### src/core/lsr_cfg.svh
/*
 * constants for the light sensor upper configuration and interrupt register bank:
 * register offsets, field positions, reset values.
 * assumes an 8-bit register port decoded by the surrounding i2c slave.
 */
//
// Contract
// RULE_01 - The overall gain is formed from the two-bit gain select plus the top-extend and half-step bits, giving 1/2, 1, 4, 16, 64 or 128 times.
// RULE_02 - Gain top-extend sits at bit 4 and gain half-step at bit 2 of the extended gain register, read/write, resetting to 0 and 1.
// RULE_03 - The host uses only the six listed gain combinations, since others have no defined gain.
// RULE_04 - With clear-on-read (bit 7) set, a host read of the status register clears every status flag.
// RULE_05 - The oscillator is stopped while power-on is 0 and always runs with power-on set and sleep-after-interrupt clear.
// RULE_06 - With sleep-after-interrupt set, the oscillator stops once a completed light cycle raises the interrupt through flag and enable.
// RULE_07 - While stopped by sleep-after-interrupt the device acts powered off, yet power-on still reads back as 1.
// RULE_08 - After a sleep-after-interrupt stop the oscillator restarts only when the host clears the pending status flags; power-on or bit 4 low also wakes.
// RULE_09 - Autozero runs before every nth light cycle for a 7-bit interval n, never for 00h, and only before the first cycle for 7Fh.
// RULE_10 - Interrupt-enable bit 7 gates the saturation interrupt and bit 4 the light-threshold interrupt, both resetting to 0.
// RULE_11 - The interrupt output is driven while the light-threshold flag and its enable are both set.
// RULE_12 - The visible-scale register is a read-only factory byte, sign in the top bit and percent change in the low seven bits.
// RULE_13 - Host software multiplies the visible result by one plus the signed percentage, both zero encodings meaning no change.
// RULE_14 - Writing a one to a status flag bit clears it, whatever the clear-on-read setting.
// RULE_15 - The light-threshold flag sets when consecutive out-of-threshold results equal the persistence setting, the count clearing on any in-range result.
`ifndef LSR_CFG_SVH
`define LSR_CFG_SVH

`define LSR_ADDR_STATUS     8'h93
`define LSR_ADDR_EXT_GAIN   8'h9f
`define LSR_ADDR_IRQ_SLEEP  8'hab
`define LSR_ADDR_AUTOZERO   8'hd6
`define LSR_ADDR_IRQ_ENABLE 8'hdd
`define LSR_ADDR_VIS_SCALE  8'he6

`define LSR_RST_EXT_GAIN    8'h04
`define LSR_RST_IRQ_SLEEP   8'h4c
`define LSR_RST_AUTOZERO    8'h7f
`define LSR_RST_IRQ_ENABLE  8'h00
`define LSR_VIS_SCALE_DFLT  8'h00

`define LSR_BIT_TOP_EXTEND  4
`define LSR_BIT_HALF_STEP   2
`define LSR_BIT_READ_CLEAR  7
`define LSR_BIT_SLEEP_IRQ   4
`define LSR_BIT_SAT_IEN     7
`define LSR_BIT_THR_IEN     4
`define LSR_BIT_SAT_FLAG    7
`define LSR_BIT_THR_FLAG    4
`define LSR_BIT_CAL_FLAG    3
`define LSR_MASK_INTERVAL   8'h7f
`define LSR_STATUS_MASK     8'h98
`define LSR_INTERVAL_NEVER  7'h00
`define LSR_INTERVAL_FIRST  7'h7f

`endif

### src/core/lsr_pkg.sv
/*
 * types for the light sensor register bank.
 * assumes lsr_cfg.svh is included by the design file.
 */
package lsr_pkg;

   // overall gain, in the six documented settings plus an undefined code
   typedef enum logic [2:0] {
      GAIN_HALF,
      GAIN_X1,
      GAIN_X4,
      GAIN_X16,
      GAIN_X64,
      GAIN_X128,
      GAIN_UNDEF
   } lsr_gain_t;

   // register port request from the i2c slave
   typedef struct packed {
      logic       wrEn;
      logic       rdEn;
      logic [7:0] addr;
      logic [7:0] wrData;
   } lsr_req_t;

   // events from the measurement engine
   typedef struct packed {
      logic       cycleStart;
      logic       cycleDone;
      logic       outOfRange;
      logic       saturated;
      logic       calDone;
      logic [3:0] persistence;
   } lsr_evt_t;

   // whole module state
   typedef struct packed {
      logic [7:0] extGain;
      logic [7:0] irqSleep;
      logic [7:0] autozero;
      logic [7:0] irqEnable;
      logic [7:0] status;
      logic [7:0] rdData;
      logic [3:0] persistCount;
      logic [6:0] cycleCount;
      logic       firstDone;
      logic       sleeping;
   } lsr_state_t;

endpackage

### src/core/lsr_config_irq_regs.sv
/*
 * upper configuration and interrupt register bank of an ambient light sensor:
 * extended gain, clear-on-read, sleep-after-interrupt, autozero interval,
 * interrupt enables, read-only visible scale byte, and the status flags they act on.
 * assumes an i2c slave in front delivering one-cycle read/write strobes, and a
 * measurement engine that reports cycle start/finish and threshold results.
 */
`timescale 1ns/1ps
`include "lsr_cfg.svh"

module lsr_config_irq_regs
   import lsr_pkg::*;
#(
   parameter logic [7:0] VIS_SCALE = `LSR_VIS_SCALE_DFLT  // factory trim, arbitrary default
) (
   // clock and reset
   input  wire logic       clk_sys,
   input  wire logic       reset,
   // register port
   input  wire lsr_req_t   regReq,
   output      logic [7:0] regRdData,
   // measurement engine
   input  wire lsr_evt_t   evt,
   input  wire logic       powerOnBit,
   input  wire logic [1:0] gainSelect,
   // outputs to the front end and pin
   output      lsr_gain_t  overallGain,
   output      logic       oscEnable,
   output      logic       autozeroRun,
   output      logic       irqOut,
   output      logic       irqPinOe
);

   // flags that the status register really holds; the other bits read 0
   localparam logic [7:0] STATUS_MASK = `LSR_STATUS_MASK;

   // registered state and its next value
   lsr_state_t stateReg;
   lsr_state_t stateNext;

   // host strobes decoded against the register offsets
   logic       statusRead;
   logic       statusWrite;
   logic       wrExtGain;
   logic       wrIrqSleep;
   logic       wrAutozero;
   logic       wrIrqEnable;

   // register fields, named once so the logic below reads plainly
   logic       topExtend;
   logic       halfStep;
   logic       readClearEn;
   logic       sleepEn;
   logic       satIrqEn;
   logic       thrIrqEn;
   logic       satFlag;
   logic       thrFlag;
   logic [6:0] interval;

   // results from the measurement engine
   logic       resultValid;
   logic       inRangeResult;
   logic       outRangeResult;
   logic       thrHit;
   logic [3:0] countInc;

   // autozero scheduling
   logic       cycleTick;
   logic       intervalNever;
   logic       intervalFirst;
   logic       azDue;
   logic       cycleWrap;
   logic [6:0] cycleInc;

   // flag updates and the sleep decision
   logic [7:0] setMask;
   logic [7:0] clrMask;
   logic [7:0] statusNext;
   logic       clearedAll;

   // gain decode; every code is listed so no default is needed
   function automatic lsr_gain_t decodeGain(input logic [1:0] sel, input logic top, input logic half);
      logic [3:0] code;
      code = {sel, top, half};
      unique case (code)
         4'h0: decodeGain = GAIN_HALF;
         4'h1: decodeGain = GAIN_X1;
         4'h2: decodeGain = GAIN_UNDEF;  // undefined on the host's side; see RULE_03
         4'h3: decodeGain = GAIN_UNDEF;
         4'h4: decodeGain = GAIN_UNDEF;
         4'h5: decodeGain = GAIN_X4;
         4'h6: decodeGain = GAIN_UNDEF;
         4'h7: decodeGain = GAIN_UNDEF;
         4'h8: decodeGain = GAIN_UNDEF;
         4'h9: decodeGain = GAIN_X16;
         4'ha: decodeGain = GAIN_UNDEF;
         4'hb: decodeGain = GAIN_UNDEF;
         4'hc: decodeGain = GAIN_UNDEF;
         4'hd: decodeGain = GAIN_X64;
         4'he: decodeGain = GAIN_UNDEF;
         4'hf: decodeGain = GAIN_X128;
      endcase
   endfunction

   // offset decode shared by every read and write strobe
   function automatic logic hitsReg(input logic strobe, input logic [7:0] addr, input logic [7:0] offset);
      hitsReg = strobe && (addr == offset);
   endfunction

   // read multiplexer; unmapped offsets read 00h
   function automatic logic [7:0] readMux(input lsr_state_t s, input logic [7:0] offset);
      unique case (offset)
         `LSR_ADDR_STATUS:     readMux = s.status;
         `LSR_ADDR_EXT_GAIN:   readMux = s.extGain;
         `LSR_ADDR_IRQ_SLEEP:  readMux = s.irqSleep;
         `LSR_ADDR_AUTOZERO:   readMux = s.autozero;
         `LSR_ADDR_IRQ_ENABLE: readMux = s.irqEnable;
         `LSR_ADDR_VIS_SCALE:  readMux = VIS_SCALE;  // see RULE_12
         default:              readMux = 8'h00;
      endcase
   endfunction

   // status strobes
   assign statusRead  = hitsReg(regReq.rdEn, regReq.addr, `LSR_ADDR_STATUS);
   assign statusWrite = hitsReg(regReq.wrEn, regReq.addr, `LSR_ADDR_STATUS);

   // write strobes; the scale byte has none, so writes to it are dropped
   assign wrExtGain   = hitsReg(regReq.wrEn, regReq.addr, `LSR_ADDR_EXT_GAIN);
   assign wrIrqSleep  = hitsReg(regReq.wrEn, regReq.addr, `LSR_ADDR_IRQ_SLEEP);
   assign wrAutozero  = hitsReg(regReq.wrEn, regReq.addr, `LSR_ADDR_AUTOZERO);
   assign wrIrqEnable = hitsReg(regReq.wrEn, regReq.addr, `LSR_ADDR_IRQ_ENABLE);

   // gain fields
   assign topExtend = stateReg.extGain[`LSR_BIT_TOP_EXTEND];  // see RULE_02
   assign halfStep  = stateReg.extGain[`LSR_BIT_HALF_STEP];

   // sleep and clear-on-read controls
   assign readClearEn = stateReg.irqSleep[`LSR_BIT_READ_CLEAR];
   assign sleepEn     = stateReg.irqSleep[`LSR_BIT_SLEEP_IRQ];

   // interrupt enables and the two flags they gate
   assign satIrqEn = stateReg.irqEnable[`LSR_BIT_SAT_IEN];
   assign thrIrqEn = stateReg.irqEnable[`LSR_BIT_THR_IEN];  // see RULE_10
   assign satFlag  = stateReg.status[`LSR_BIT_SAT_FLAG];
   assign thrFlag  = stateReg.status[`LSR_BIT_THR_FLAG];

   // results only count while the oscillator runs
   assign resultValid    = evt.cycleDone && oscEnable;
   assign inRangeResult  = resultValid && !evt.outOfRange;
   assign outRangeResult = resultValid && evt.outOfRange;

   // persistence compare; a zero setting fires on every out-of-range result
   assign countInc = stateReg.persistCount + 4'h1;
   assign thrHit   = outRangeResult && (countInc >= evt.persistence);

   // autozero interval decode
   assign cycleTick     = evt.cycleStart && oscEnable;
   assign interval      = stateReg.autozero[6:0];
   assign intervalNever = (interval == `LSR_INTERVAL_NEVER);
   assign intervalFirst = (interval == `LSR_INTERVAL_FIRST);
   assign cycleInc      = stateReg.cycleCount + 7'h01;
   assign cycleWrap     = (cycleInc >= interval);
   assign azDue         = intervalFirst ? !stateReg.firstDone : (stateReg.cycleCount == 7'h00);

   // flag set events
   always_comb begin
      setMask = 8'h00;
      if (thrHit) begin
         setMask[`LSR_BIT_THR_FLAG] = 1'b1;  // see RULE_15
      end
      if (resultValid && evt.saturated) begin
         setMask[`LSR_BIT_SAT_FLAG] = 1'b1;
      end
      if (evt.calDone) begin
         setMask[`LSR_BIT_CAL_FLAG] = 1'b1;
      end
   end

   // flag clears: write one to clear, or clear on read
   always_comb begin
      clrMask = 8'h00;
      if (statusWrite) begin
         clrMask = regReq.wrData & STATUS_MASK;  // see RULE_14
      end
      if (statusRead && readClearEn) begin
         clrMask = STATUS_MASK;  // see RULE_04
      end
   end

   // per-bit flag update; set beats clear so an event in the clearing cycle is kept
   for (genvar b = 0; b < 8; b++) begin : g_flag
      assign statusNext[b] = STATUS_MASK[b] & ((stateReg.status[b] & ~clrMask[b]) | setMask[b]);
   end

   // a clear that leaves no flag standing ends sleep, as does dropping power-on or the sleep-after-interrupt bit
   assign clearedAll = (clrMask != 8'h00) && (statusNext == 8'h00);

   // next state
   always_comb begin
      stateNext = stateReg;

      // persistence counter, cleared on an in-range result or a hit; see RULE_15
      if (inRangeResult) begin
         stateNext.persistCount = 4'h0;
      end else if (thrHit) begin
         stateNext.persistCount = 4'h0;
      end else if (outRangeResult) begin
         stateNext.persistCount = countInc;
      end

      // the first-cycle autozero is spent until the next reset
      if (autozeroRun) begin
         stateNext.firstDone = 1'b1;
      end

      // cycle counter runs on cycle starts and wraps at the interval
      if (cycleTick) begin
         if (cycleWrap) begin
            stateNext.cycleCount = 7'h00;
         end else begin
            stateNext.cycleCount = cycleInc;
         end
      end

      // status flags
      stateNext.status = statusNext;

      // sleep; waking is tested first, since the interrupt still stands in the
      // cycle of its own clear and would otherwise send the device back to sleep
      if (!powerOnBit || !sleepEn) begin
         stateNext.sleeping = 1'b0;
      end else if (clearedAll) begin
         stateNext.sleeping = 1'b0;  // see RULE_08
      end else if (irqOut) begin
         stateNext.sleeping = 1'b1;  // see RULE_06
      end

      // register writes
      if (wrExtGain) begin
         stateNext.extGain = regReq.wrData;  // see RULE_02
      end
      if (wrIrqSleep) begin
         stateNext.irqSleep = regReq.wrData;
      end
      if (wrAutozero) begin
         stateNext.autozero = regReq.wrData;
      end
      if (wrIrqEnable) begin
         stateNext.irqEnable = regReq.wrData;  // see RULE_10
      end

      // read data, registered so it holds until the next read
      if (regReq.rdEn) begin
         stateNext.rdData = readMux(stateReg, regReq.addr);
      end
   end

   // state register
   always_ff @(posedge clk_sys) begin
      if (reset) begin
         stateReg.extGain      <= `LSR_RST_EXT_GAIN;
         stateReg.irqSleep     <= `LSR_RST_IRQ_SLEEP;
         stateReg.autozero     <= `LSR_RST_AUTOZERO;
         stateReg.irqEnable    <= `LSR_RST_IRQ_ENABLE;
         stateReg.status       <= 8'h00;
         stateReg.rdData       <= 8'h00;
         stateReg.persistCount <= 4'h0;
         stateReg.cycleCount   <= 7'h00;
         stateReg.firstDone    <= 1'b0;
         stateReg.sleeping     <= 1'b0;
      end else begin
         stateReg <= stateNext;
      end
   end

   // read data straight from its flip-flops
   assign regRdData = stateReg.rdData;

   // overall gain from the lower select and the two extension bits
   assign overallGain = decodeGain(gainSelect, topExtend, halfStep);  // see RULE_01

   // power-on still reads 1 elsewhere while sleeping; only the oscillator stops
   assign oscEnable = powerOnBit && !stateReg.sleeping;  // see RULE_05 / see RULE_07

   // interrupt from either enabled flag
   assign irqOut   = (thrFlag && thrIrqEn) || (satFlag && satIrqEn);  // see RULE_11
   assign irqPinOe = irqOut;  // open drain, drives low while asserted

   // 00h never; 7fh only before the first cycle after reset
   assign autozeroRun = cycleTick && !intervalNever && azDue;  // see RULE_09

endmodule

### config.mk
export PLATFORM = sky130hd
export DESIGN_NAME = lsr_config_irq_regs
export DESIGN_NICKNAME = d
export VERILOG_FILES = /design/src/core/lsr_pkg.sv /design/src/core/lsr_config_irq_regs.sv
export VERILOG_INCLUDE_DIRS = /design/src /design/src/core
export SDC_FILE = /design/constraint.sdc
export NUM_CORES = 1
export LEC_CHECK = 0
export ABC_AREA = 1
export BUFFER_PORTS_ARGS = -buffer_cell sky130_fd_sc_hd__buf_2
export CORE_ASPECT_RATIO = 2
export CORE_UTILIZATION = 35
export CTS_CLUSTER_DIAMETER = 80
export DETAILED_ROUTE_END_ITERATION = 12
export GPL_TIMING_DRIVEN = 0
export PLACE_DENSITY_LB_ADDON = 0.3
export SETUP_SLACK_MARGIN = 0.2
export SYNTH_ARGS = -nofsm -noshare
export SYNTH_HDL_FRONTEND = slang
export SYNTH_SLANG_ARGS = --single-unit
### constraint.sdc
create_clock -name clk_sys -period 2.43 [get_ports clk_sys]
set_input_delay 0.243 -clock clk_sys [delete_from_list [all_inputs] [get_ports clk_sys]]
set_output_delay 0.243 -clock clk_sys [all_outputs]
set_load 0.02 [all_outputs]
==> summary.md, run 1 <==
| Metric | Value |
|---|---|
| Status | `complete, no violations` |
| Mapped Nets | `457` |
| Multi-input logic area | `between 1500 and 2000 µm²` |
| Clock Path Buffers | `2` |
| Vias/cell | `roughly 5` |
| CP Class | `flip-flop to flip-flop` |
| DR iter-0 viols | `around 130` |
| Ys async rst share | `0%` |
| Die X | `between 60 and 70 µm` |
| Detailed Route WL | `between 7000 and 8000 µm` |
| Die area | `between 9000 and 10000 µm²` |
| H-tree Lvls | `2` |
| Primary FF master, synth | `dfxtp_1` |
| Reg2Reg Depth | `12` |
| Vias | `around 2900` |
| Achievable Freq | `about 0.46 GHz` |
| I/O pin cnt | `47` |
| Max FO, Critical Path | `7` |
| Netlist Area Pre-Place | `a little over 3000 µm²` |
| Rows | `47` |
| Min Tclk post-route | `2.19 ns` |
| Hold Buf Count CTS | `0` |
| First-pass DRT Iterations | `4` |
| Reg2reg end | `stateReg[3]` |
| Syn Area/Cell | `roughly 7.4 µm²` |
| CTS tree | `built` |
| HP Start | `regReq[2]` |
| Remaining DRCs | `0` |
| R2R Setup Slk | `0.24 ns` |
| Cell mode on critical path | `nand2_1` |
| Layout Skew | `~0.006 ns` |
| Worst EP arrival | `about 2.4 ns` |
| Relative slew slack | `51.7%` |
| CTS buffer count | `5` |
| Fin. Hold Viols | `0` |
| Buffers on Ports | `45` |
| Combinational Power Share | `between 10% and 20%` |
| Setup_tns | `0 ns` |
| Largest net degree at the start of global routing | `19` |
| Buf/Inv on CP | `1` |
| Power Density | `around 520 nW/µm²` |
| Antenna Nets Post-Route | `0` |
| Max-slew violation count | `0` |
| Clk slew on worst S/H paths | `about 0.07 ns` |
| Switching Power | `0.491 mW` |
| Global-route wire length before repair | `between 10000 and 15000 µm` |
| Hold Path Depth | `3` |
| Critical Path RT | `2.65 ns` |
| Critical path, cell by cell | `ha_4, nand3_4, nand3b_1, xnor2_2, ha_1, nand2_1, inv_1, nor2_1, o21a_1, a21boi_4, nand2_1, a21oi_1` |
| Origin of the critical flop-to-flop path | `stateReg[2]` |
| Clock sinks | `56` |
| Core Area | `8350 µm²` |
| DP HPWL | `~6400 µm` |
| Register area share after synthesis | `a little under two fifths` |
| Clock latency on the worst-skew pair | `approximately 0.30 ns` |
| Sw Ratio | `between 20% and 30%` |
| Sequential cell area | `around 1100 µm²` |
| Max Cap Viol | `0` |
| Gate Count Post-Synth | `411` |
| P_int | `roughly 1.4 mW` |
| Fin nets | `512` |
| Clock Root Buffer | `clkbuf_16` |
| Final GP Congestion | `0.875` |
| Min-Delay Endpoint | `stateReg[47]` |
| Register bit count reported by yosys | `56` |
| Layout cells sized above 1 | `between 20% and 30%` |
| YS warnings | `0` |
| Sequential power share | `around half` |
| Die H | `about 130 µm` |
| Worst path max stage delay | `approximately 0.40 ns` |
| Layout fillers | `between 800 and 900` |
| GRT overflow | `0` |
| EDFF count, synth | `0` |
| RSZ-0062 raised after global routing | `yes` |
| Element type at the critical path end | `flip-flop` |
| Min-Delay Path Class | `primary input to flip-flop` |
| Initial antenna violation count | `0` |
| Final setup fails | `0` |
| Routed WL per cell | `roughly 14 µm` |
| Leakage power | `1.68 nW` |
| Clk network pwr share | `around two fifths` |
| Count of different cell masters after synthesis | `38` |
| Startpoint Class | `flip-flop` |
| Starting Density | `a little over a third` |
| Final Power | `about 1.9 mW` |
| Worst vdd ir | `around 0.27 mV` |
| Layout area overhead | `18.9%` |
| Vias in the first global route | `2814` |
| Tot GR Track Use | `18.8%` |
| Diode count | `0` |
| CP max-delay cell | `dfxtp_4` |
| Final clock period utilization by the worst path | `90.0%` |
| CP top delay family | `compound AO/OA/AOI/OAI gates` |
| Worst slew pin tran | `0.724 ns` |
==> metal layers <==
layer  GRT usage [%]  wire length (µm)
met2            36.2              4600
met3            2.89               195
met1            16.6              2750
met4            12.2               430
met5               0                 0
==> repair_timing <==
item                                    4_1_cts  5_1_grt
hold endpoints to repair                      0        0
endpoints found under the setup margin        7        7
resized for setup                             4        9
pin swaps                                     0        4
setup buffers                                 0        3
==> power groups by stage <==
stage,Clock [mW],Sequential [mW],Combinational (mW)
3_3_place_gp,0,0.968,0.199
4_1_cts,0.754,0.947,0.205
6_report,0.727,0.950,0.208
3_5_place_dp,0,0.969,0.204
2_1_floorplan,0,0.965,0.124
5_1_grt,0.784,0.952,0.235
==> placed cells by master, fill, tap and decap left out, types with 2 or more instances in the layout <==
| cell | Yosys | layout |
|---|---|---|
| a21oi_2 | 2 | 4 |
| buf_6 | 2 | 2 |
| o21ai_2 | 2 | 2 |
| nand2_2 | 4 | 5 |
| o21ai_0 | 39 | 39 |
| a21oi_1 | 48 | 46 |
| ha_1 | 14 | 13 |
| nand3_2 | 3 | 3 |
| o21ai_1 | 19 | 19 |
| xor2_1 | 5 | 5 |
| nor2_2 | 3 | 3 |
| buf_2 | 1 | 46 |
| inv_2 | 2 | 2 |
| nand2_1 | 55 | 54 |
| clkbuf_1 | 7 | 7 |
| buf_4 | 11 | 14 |
| dfxtp_1 | 56 | 54 |
| inv_1 | 56 | 56 |
| nor3_1 | 6 | 6 |
| o22ai_1 | 6 | 6 |
| o211ai_1 | 2 | 2 |
| nor2_4 | 3 | 3 |
| nand3_1 | 23 | 22 |
| clkbuf_16 | 0 | 5 |
| nand3b_1 | 2 | 2 |
| nor2_1 | 22 | 22 |
| nor3_4 | 2 | 2 |
| nand4_1 | 4 | 4 |
==> worst max-delay path by stage <==
| stage | depth (start not counted) | startpoint | endpoint |
|---|---|---|---|
| after floorplan | 12 | stateReg[2] | stateReg[2] |
| after global placement | 12 | stateReg[2] | stateReg[3] |
| after detailed placement | 12 | stateReg[2] | stateReg[5] |
| after CTS | 12 | stateReg[2] | stateReg[5] |
| after global routing | 12 | stateReg[2] | stateReg[2] |
| final | 12 | stateReg[2] | stateReg[3] |
==> through the flow <==
stage / hold slack [ns] / worst slack (ns) / cells / utilization [%] / cell area [µm²]
after global placement: 0.436 / -0.151 / 554 / 40.6 / 3390
final: 0.195 / 0.244 / 565 / 43.3 / 3620
after detailed placement: 0.445 / -0.137 / 554 / 40.6 / 3390
after global routing: 0.207 / 0.0794 / 565 / 43.3 / 3620
after floorplan: 0.356 / 0.276 / 411 / - / 3040
after CTS: 0.192 / 0.217 / 562 / 42.5 / 3550
==> tightest hold or removal path, cell delays in order <==
cell,delay (ns)
buf_2,0.12
nand2_1,0.05
nand3_1,0.05
==> registers in the layout (all words and copies together) (netlist names) <==
register and flops:
satIrqEn 1, readClearEn 1, interval 7, satFlag 1, sleepEn 1, stateReg 36
regRdData 8, halfStep 1
==> Yosys cell counts, types with 2 or more instances <==
cell | instances | area (µm²)
ha_1 | 14 | 175
nand2_1 | 55 | 206
nand4_1 | 4 | 25.0
nor2_2 | 3 | 18.8
o211ai_1 | 2 | 15.0
a21oi_2 | 2 | 17.5
a21oi_1 | 48 | 240
nor2_1 | 22 | 82.6
xor2_1 | 5 | 43.8
o22ai_1 | 6 | 37.5
inv_1 | 56 | 210
dfxtp_1 | 56 | 1120
o21ai_0 | 39 | 195
clkbuf_1 | 7 | 26.3
nand3b_1 | 2 | 15.0
buf_4 | 11 | 82.6
nand3_2 | 3 | 30.0
nand2_2 | 4 | 25.0
nor3_4 | 2 | 32.5
nor3_1 | 6 | 30.0
xnor2_1 | 2 | 17.5
inv_2 | 2 | 7.51
o21ai_1 | 19 | 95.1
buf_6 | 2 | 22.5
nor2_4 | 3 | 33.8
nand3_1 | 23 | 115
o21ai_2 | 2 | 17.5
==> cell families after synthesis <==
family / after synthesis / share of synthesized area (%)
adder cells (fa/ha/maj): 14 / 5.76
flip-flops: 56 / 36.8
buffers and inverters: 79 / 11.6
AND/OR/NAND/NOR: 132 / 22.1
AO/OA/AOI/OAI: 123 / 21.6
XOR/XNOR: 7 / 2.01
==> cell type report <==
class | instances | share of cell area (%)
Buffer | 21 | 3.77
Clock buffer | 5 | 3.46
Clock inverter | 3 | 0.588
Inverter | 58 | 6.02
Multi-Input combinational cell | 276 | 44.8
Sequential cell | 56 | 31.1
Tap cell | 98 | 3.39
Timing Repair Buffer | 48 | 6.85
No activity file was read; power rests on OpenSTA's default activity.
==> run 2, diff against run 1 <==
==> constraint.sdc (replaced) <==
create_clock -name clk_sys -period 2.2 [get_ports clk_sys]
set_input_delay 0.22 -clock clk_sys [delete_from_list [all_inputs] [get_ports clk_sys]]
set_output_delay 0.22 -clock clk_sys [all_outputs]
set_load 0.02 [all_outputs]
==> run 2 against run 1 <==
  * The flow now finishes with violations (setup timing)
  * Critical path depth did not move
  * First-iteration DRC count rose by 5.2%
  * Clock skew fell by 0.00074 ns
  * Flip-flop and latch count did not move
  * Via count rose by 3.5%
  * Worst setup slack got worse by 0.25 ns
  * Sequential share of layout area fell by 0.82 points
  * Hold slack got worse by 0.011 ns
  * Design area rose by 3.0%
  * Combinational power rose by 17%
  * Register-to-register slack got worse by 0.25 ns
  * Global-route usage rose by 0.98 points
  * Critical path type unchanged
  * Largest cell class unchanged
  * Highest routed layer unchanged
==> summary.md, run 2 (synthesis gave the netlist of run 1 again) <==
| Metric | Value |
|---|---|
| Final Power | `2.34 mW (+24%)` |
| Detailed Route WL | `8340 µm (+4.7%)` |
| Commonest cells after routing, fill and taps aside | `56 x inv_1, 53 x nand2_1, 53 x dfxtp_1` |
| Buf/Inv on CP | `1 (unchanged)` |
| Combinational Power Share | `10.4% (-0.6 points)` |
| Max-slew violation count | `0 (unchanged)` |
| Vias | `2964 (+3.5%)` |
| CP max-delay cell | `dfxtp_4` |
| Max Cap Viol | `0 (unchanged)` |
| RSZ-0062 raised after global routing | `yes` |
| Die area | `9090 µm² (unchanged)` |
| Final setup fails | `4 (+4)` |
| Layout cells sized above 1 | `24.1% (+1.8 points)` |
| Tot GR Track Use | `19.8% (+0.98 points)` |
| Worst slew pin tran | `0.630 ns (-0.0937 ns)` |
| Startpoint Class | `flip-flop` |
| Vias/cell | `5.19 (+2.4%)` |
| Cell mode on critical path | `nand2_1` |
| Largest net degree at the start of global routing | `19 (unchanged)` |
| Clock Path Buffers | `2 (unchanged)` |
| Clock sinks | `56 (unchanged)` |
| Min-Delay Path Class | `primary input to flip-flop` |
| Layout Skew | `0.00524 ns (-0.000744 ns)` |
| Max reg flops | `36 (unchanged)` |
| Vias in the first global route | `2969 (+5.5%)` |
| Final clock period utilization by the worst path | `100% (+10 points)` |
| Routed WL per cell | `14.6 µm (+3.6%)` |
| Final core utilization | `44.7% (+1.3 points)` |
| Die H | `134 µm (unchanged)` |
| Final GP Congestion | `0.905 (+3.4%)` |
| Critical Path RT | `2.43 ns (-0.22 ns)` |
| First-pass DRT Iterations | `5 (+1)` |
| CP Class | `flip-flop to flip-flop` |
| Fin. Hold Viols | `0 (unchanged)` |
| Initial antenna violation count | `0 (unchanged)` |
| Buffers on Ports | `45 (unchanged)` |
| Worst EP arrival | `2.44 ns (+0.03 ns)` |
| Fin Hold WS | `0.184 ns (-0.0110 ns)` |
| Worst path max stage delay | `0.38 ns (-0.02 ns)` |
| Failing checks | `setup timing` |
| Power Density | `627 nW/µm² (+20%)` |
| H-tree Lvls | `2 (unchanged)` |
| CP top delay family | `simple AND/OR/NAND/NOR gates` |
| DP Worst Slack | `-0.104 ns (+0.0330 ns)` |
| Clk network pwr share | `44.7% (+6.2 points)` |
| Worst vdd ir | `0.361 mV (+33%)` |
| Design Area, Final | `3730 µm² (+3.0%)` |
| Relative slew slack | `58.0% (+6.2 points)` |
| Leakage power | `1.74 nW (+3.9%)` |
| Element type at the critical path end | `flip-flop` |
| P_int | `1.78 mW (+28%)` |
| Antenna Nets Post-Route | `0 (unchanged)` |
| Core Area | `8350 µm² (unchanged)` |
| CTS buffer count | `5 (unchanged)` |
| Final Worst Setup Slack | `-0.00664 ns (-0.251 ns)` |
| Layout area overhead | `22.5%` |
| Sequential cell area | `1130 µm² (+0.33%)` |
| Status | `complete, but fails checks` |
| Clock latency on the worst-skew pair | `0.30 ns (about the same)` |
| Max FO, Critical Path | `7 (unchanged)` |
| GRT overflow | `0 (unchanged)` |
| Fin nets | `518 (+1.2%)` |
| Global-route wire length before repair | `13400 µm (+5.4%)` |
| Placed cell areas | `3400 µm² (+0.37%)` |
| Worst setup path start | `stateReg[2]` |
| Die X | `67.9 µm (unchanged)` |
| Origin of the critical flop-to-flop path | `stateReg[2]` |
| HP Start | `regReq[2]` |
| DP HPWL | `6460 µm (+0.42%)` |
| I/O pin cnt | `47 (unchanged)` |
| Switching Power | `0.558 mW (+14%)` |
| Hold Buf Count CTS | `0 (unchanged)` |
| Critical path, cell by cell | `ha_4, nand3_4, nand3b_1, xnor2_2, ha_1, nand2_1, inv_1, nor2_1, o21a_1, a21boi_4, nand2_1, a21oi_2` |
| Rows | `47 (unchanged)` |
| Sw Ratio | `23.9% (-2.2 points)` |
| Placed insts | `554 (unchanged)` |
| Multi-input logic area | `1640 µm² (+0.85%)` |
| Remaining DRCs | `0 (unchanged)` |
| Diode count | `0 (unchanged)` |
| Finished Layout Cells | `571 (+1.1%)` |
| Sequential power share | `44.8% (-5.6 points)` |
| DR iter-0 viols | `141 (+5.2%)` |
| Most flops, register | `stateReg` |
| Starting Density | `36.4% (unchanged)` |
| Min Tclk post-route | `2.21 ns (+0.0207 ns)` |
| Achievable Freq | `0.453 GHz (-0.94%)` |
| Setup_tns | `-0.0122 ns (-0.0122 ns)` |
| Layout fillers | `894 (-0.56%)` |
| Clk slew on worst S/H paths | `0.08 ns (about the same)` |
| CTS tree | `built` |
| Most common cell after layout, fill and taps aside | `inv_1` |
| Clock Root Buffer | `clkbuf_16` |
## run 2: cell types whose count changed in the layout (fill, tap and decap cells not counted), sizes merged
| cell | change |
|---|---|
| bufinv | +2 |
| buf | +6 |
| clkinv | -1 |
| clkinvlp | -1 |
## run 2: layer usage
metal	wire [µm]	track usage, %	up-vias
met1	2780	17.4	1372
met5	0	0	-
met4	523	14.9	0
li1	-	-	1483
met3	281	2.81	31
met2	4760	37.2	78
## run 2: tightest hold or removal path, delay by kind of cell
family                 cells  cell delay (ns)
AND/OR/NAND/NOR            2             0.12
buffers and inverters      1             0.12
## run 2: layout make-up
cell class              instances  share of cell area, %
flip-flops and latches         56                   30.3
clock buffers                   5                   3.36
plain buffers                  21                   3.66
clock inverters                 3                   1.85
multi-input cells             276                   43.9
well taps                      98                   3.29
inverters                      58                   5.84
repair buffers                 54                   7.85
## run 2: power by group through the flow
stage | logic [mW] | registers (mW) | clock network, mW
after floorplan | 0.137 | 1.07 | 0
after global placement | 0.220 | 1.07 | 0
after detailed placement | 0.225 | 1.07 | 0
after CTS | 0.239 | 1.05 | 1.06
after global routing | 0.276 | 1.05 | 1.11
final | 0.244 | 1.05 | 1.05
## run 2: path summary, 6_finish.rpt
kind	endpoint	slack [ns]	cells past startpoint
worst max-delay path	stateReg[6]	-0.007	12
worst min-delay path	stateReg[47]	0.18	3
worst max register to register	stateReg[6]	-0.007	12
worst min register to register	stateReg[32]	0.46	2
## run 2: timing repair
action,in CTS,in global routing
pin swaps,9,7
buffers inserted,8,1
endpoints found under the setup margin,7,11
gates cloned,0,0
resized for setup,7,8
==> run 3, diff against run 2 <==
--- a/config.mk
+++ b/config.mk
@@ -9,7 +9,7 @@
 export ABC_AREA = 1
 export BUFFER_PORTS_ARGS = -buffer_cell sky130_fd_sc_hd__buf_2
 export CORE_ASPECT_RATIO = 2
-export CORE_UTILIZATION = 35
+export CORE_UTILIZATION = 40
 export CTS_CLUSTER_DIAMETER = 80
 export DETAILED_ROUTE_END_ITERATION = 12
 export GPL_TIMING_DRIVEN = 0
==> run 3 against run 2 <==
  * The run now ends clean
  * Worst setup slack improved by 0.058 ns
  * Cell count down 1.8%
  * Combinational power down 5%
  * First-iteration DRC count up 0.71%
  * Critical endpoint is now stateReg[2]
  * Wire length down 4.8%
  * Non-clock buffer count is 4 lower
  * Fmax increased by 2.7%
  * Sequential power barely moved
  * Design area shrank 2.2%
  * Critical path depth did not move
  * Sequential share of layout area up 0.73 points
  * Clock-buffer cell count is the same
==> summary.md, run 3 (synthesis gave the netlist of run 1 again) <==
| Metric | Value |
|---|---|
| Initial antenna violation count | `0 (unchanged)` |
| Min Tclk post-route | `2.15 ns (-0.0580 ns)` |
| Buffers on Ports | `45 (unchanged)` |
| Rows | `44 (-6.4%)` |
| First-pass DRT Iterations | `4 (-1)` |
| Element type at the critical path end | `flip-flop` |
| Vias/cell | `5.18 (-0.24%)` |
| Worst setup path start | `stateReg[2]` |
| DR iter-0 viols | `142 (+0.71%)` |
| Critical path, cell by cell | `ha_4, nand3_2, nand3b_1, xnor2_2, ha_1, nand2_1, inv_1, nor2_1, o21a_1, a21boi_4, nand2_1, a21oi_1` |
| Clock Path Buffers | `2 (unchanged)` |
| Worst path max stage delay | `0.37 ns (about the same)` |
| Fin nets | `514 (-0.77%)` |
| CP Class | `flip-flop to flip-flop` |
| Achievable Freq | `0.465 GHz (+2.7%)` |
| Layout area overhead | `19.8%` |
| Clock Root Buffer | `clkbuf_16` |
| Layout cells sized above 1 | `22.8% (-1.3 points)` |
| Clock latency on the worst-skew pair | `0.30 ns (about the same)` |
| Design Area, Final | `3640 µm² (-2.2%)` |
| Reg2reg end | `stateReg[2]` |
| Starting Density | `41.6% (+5.1 points)` |
| DP HPWL | `6240 µm (-3.4%)` |
| CTS tree | `built` |
| Diode count | `0 (unchanged)` |
| GRT overflow | `0 (unchanged)` |
| Status | `complete, no violations` |
| Clock sinks | `56 (unchanged)` |
| Max FO, Critical Path | `7 (unchanged)` |
| Fin. Hold Viols | `0 (unchanged)` |
| Antenna Nets Post-Route | `0 (unchanged)` |
| Die H | `125 µm (-6.4%)` |
| R2R Setup Slk | `0.05 ns (+0.06 ns)` |
| Max-slew violation count | `0 (unchanged)` |
| Leakage power | `1.70 nW (-2.7%)` |
| Crit path to | `stateReg[2]` |
| Final GP Congestion | `0.892 (-1.4%)` |
| Commonest cells after routing, fill and taps aside | `56 x inv_1, 54 x nand2_1, 52 x dfxtp_1` |
| Final clock period utilization by the worst path | `97.7% (-2.6 points)` |
| Die X | `63.7 µm (-6.3%)` |
| Vias in the first global route | `2808 (-5.4%)` |
| Min-Delay Path Class | `primary input to flip-flop` |
| Buf/Inv on CP | `1 (unchanged)` |
| Startpoint Class | `flip-flop` |
| Remaining DRCs | `0 (unchanged)` |
| Most common cell after layout, fill and taps aside | `inv_1` |
| Global-route wire length before repair | `12900 µm (-3.3%)` |
| CP top delay family | `compound AO/OA/AOI/OAI gates` |
| Relative slew slack | `54.5% (-3.5 points)` |
| Most flops, register | `stateReg` |
| Placed cell areas | `3400 µm² (-0.22%)` |
| Tot GR Track Use | `21.3% (+1.4 points)` |
| Final Worst Setup Slack | `0.0514 ns (+0.0580 ns)` |
| RSZ-0062 raised after global routing | `yes` |
| Cell mode on critical path | `nand2_1` |
| Layout fillers | `767 (-14%)` |
| Die area | `7980 µm² (-12%)` |
| Largest net degree at the start of global routing | `19 (unchanged)` |
| Detailed Route WL | `7940 µm (-4.8%)` |
| Max Cap Viol | `0 (unchanged)` |
| Final setup fails | `0 (-4)` |
| Layout Skew | `0.00347 ns (-0.00177 ns)` |
| CTS buffer count | `5 (unchanged)` |
| Core Area | `7320 µm² (-12%)` |
| Worst EP arrival | `2.37 ns (-0.07 ns)` |
| DP Worst Slack | `-0.0984 ns (+0.00543 ns)` |
| Reg2Reg Depth | `12 (unchanged)` |
| Power Density | `608 nW/µm² (-3.1%)` |
| Hold Buf Count CTS | `0 (unchanged)` |
| Stages on worst setup path | `12 (unchanged)` |
| Hold Path Depth | `3 (unchanged)` |
| Worst slew pin tran | `0.683 ns (+0.0525 ns)` |
| CP max-delay cell | `dfxtp_4` |
| Routed WL per cell | `14.2 µm (-3.1%)` |
| HP Start | `evt[4]` |
| Vias | `2905 (-2.0%)` |
| Max reg flops | `36 (unchanged)` |
| I/O pin cnt | `47 (unchanged)` |
| Origin of the critical flop-to-flop path | `stateReg[2]` |
| Critical Path RT | `2.42 ns (about the same)` |
| H-tree Lvls | `2 (unchanged)` |
| Clk slew on worst S/H paths | `0.07 ns (about the same)` |
| Worst vdd ir | `0.443 mV (+23%)` |
run 3: cell types whose count changed in the layout (fill, tap and decap cells not counted), sizes merged:
cell | before | now
buf | 68 | 64
bufinv | 2 | 1
clkinvlp | 0 | 1
run 3: worst min-delay path by stage:
| stage | endpoint | slack, ns |
|---|---|---|
| 2_1_floorplan | interval[0] | 0.33 |
| 4_1_cts | stateReg[47] | 0.18 |
| 3_5_place_dp | stateReg[59] | 0.45 |
| 6_report | stateReg[24] | 0.18 |
| 3_3_place_gp | stateReg[35] | 0.44 |
| 5_1_grt | interval[0] | 0.19 |
run 3: timing repair:
action | in CTS | in global routing
setup buffers | 4 | 1
setup endpoints to repair | 7 | 11
gates resized for setup | 6 | 5
pin swaps | 8 | 9
run 3: tightest hold or removal path, stage by stage:
cell and delay [ns]:
buf_2 0.09, inv_1 0.06, a21oi_1 0.06
run 3: power breakdown:
part           internal (mW)  total (mW)  switching, mW
Sequential              1.03        1.05         0.0159
Combinational         0.0868       0.233          0.146
Clock                  0.542       0.937          0.394
run 3: routing by layer:
metal  wire length [µm]  share of wire (%)  up-vias  global-route usage (%)
li1                   -                  -     1467                       -
met1               2740                 34     1337                    18.5
met2               4600                 58       73                    43.0
met3                278                3.5       28                    3.47
met4                321                4.0        0                    11.8
met5                  0                  0        -                       0
run 3: stage by stage:
| stage | TNS, ns | hold WS, ns | util [%] | instances | power, mW |
|---|---|---|---|---|---|
| finish | 0 | 0.182 | 49.8 | 561 | 2.22 |
| global placement | -0.216 | 0.437 | 46.4 | 548 | 1.29 |
| detailed placement | -0.592 | 0.445 | 46.4 | 548 | 1.29 |
| floorplan | 0 | 0.333 | - | 411 | 1.20 |
| CTS | 0 | 0.181 | 49.5 | 560 | 2.23 |
| global route | -0.829 | 0.191 | 49.8 | 561 | 2.30 |
run 3: layout make-up:
class | count | area (µm²) | area share (%)
Clock buffer | 5 | 125 | 3.43
Tap cell | 92 | 115 | 3.16
Sequential cell | 56 | 1130 | 31.0
Clock inverter | 3 | 46.3 | 1.27
Buffer | 21 | 136 | 3.74
Inverter | 58 | 218 | 5.97
Multi-Input combinational cell | 276 | 1610 | 44.2
Timing Repair Buffer | 50 | 263 | 7.21
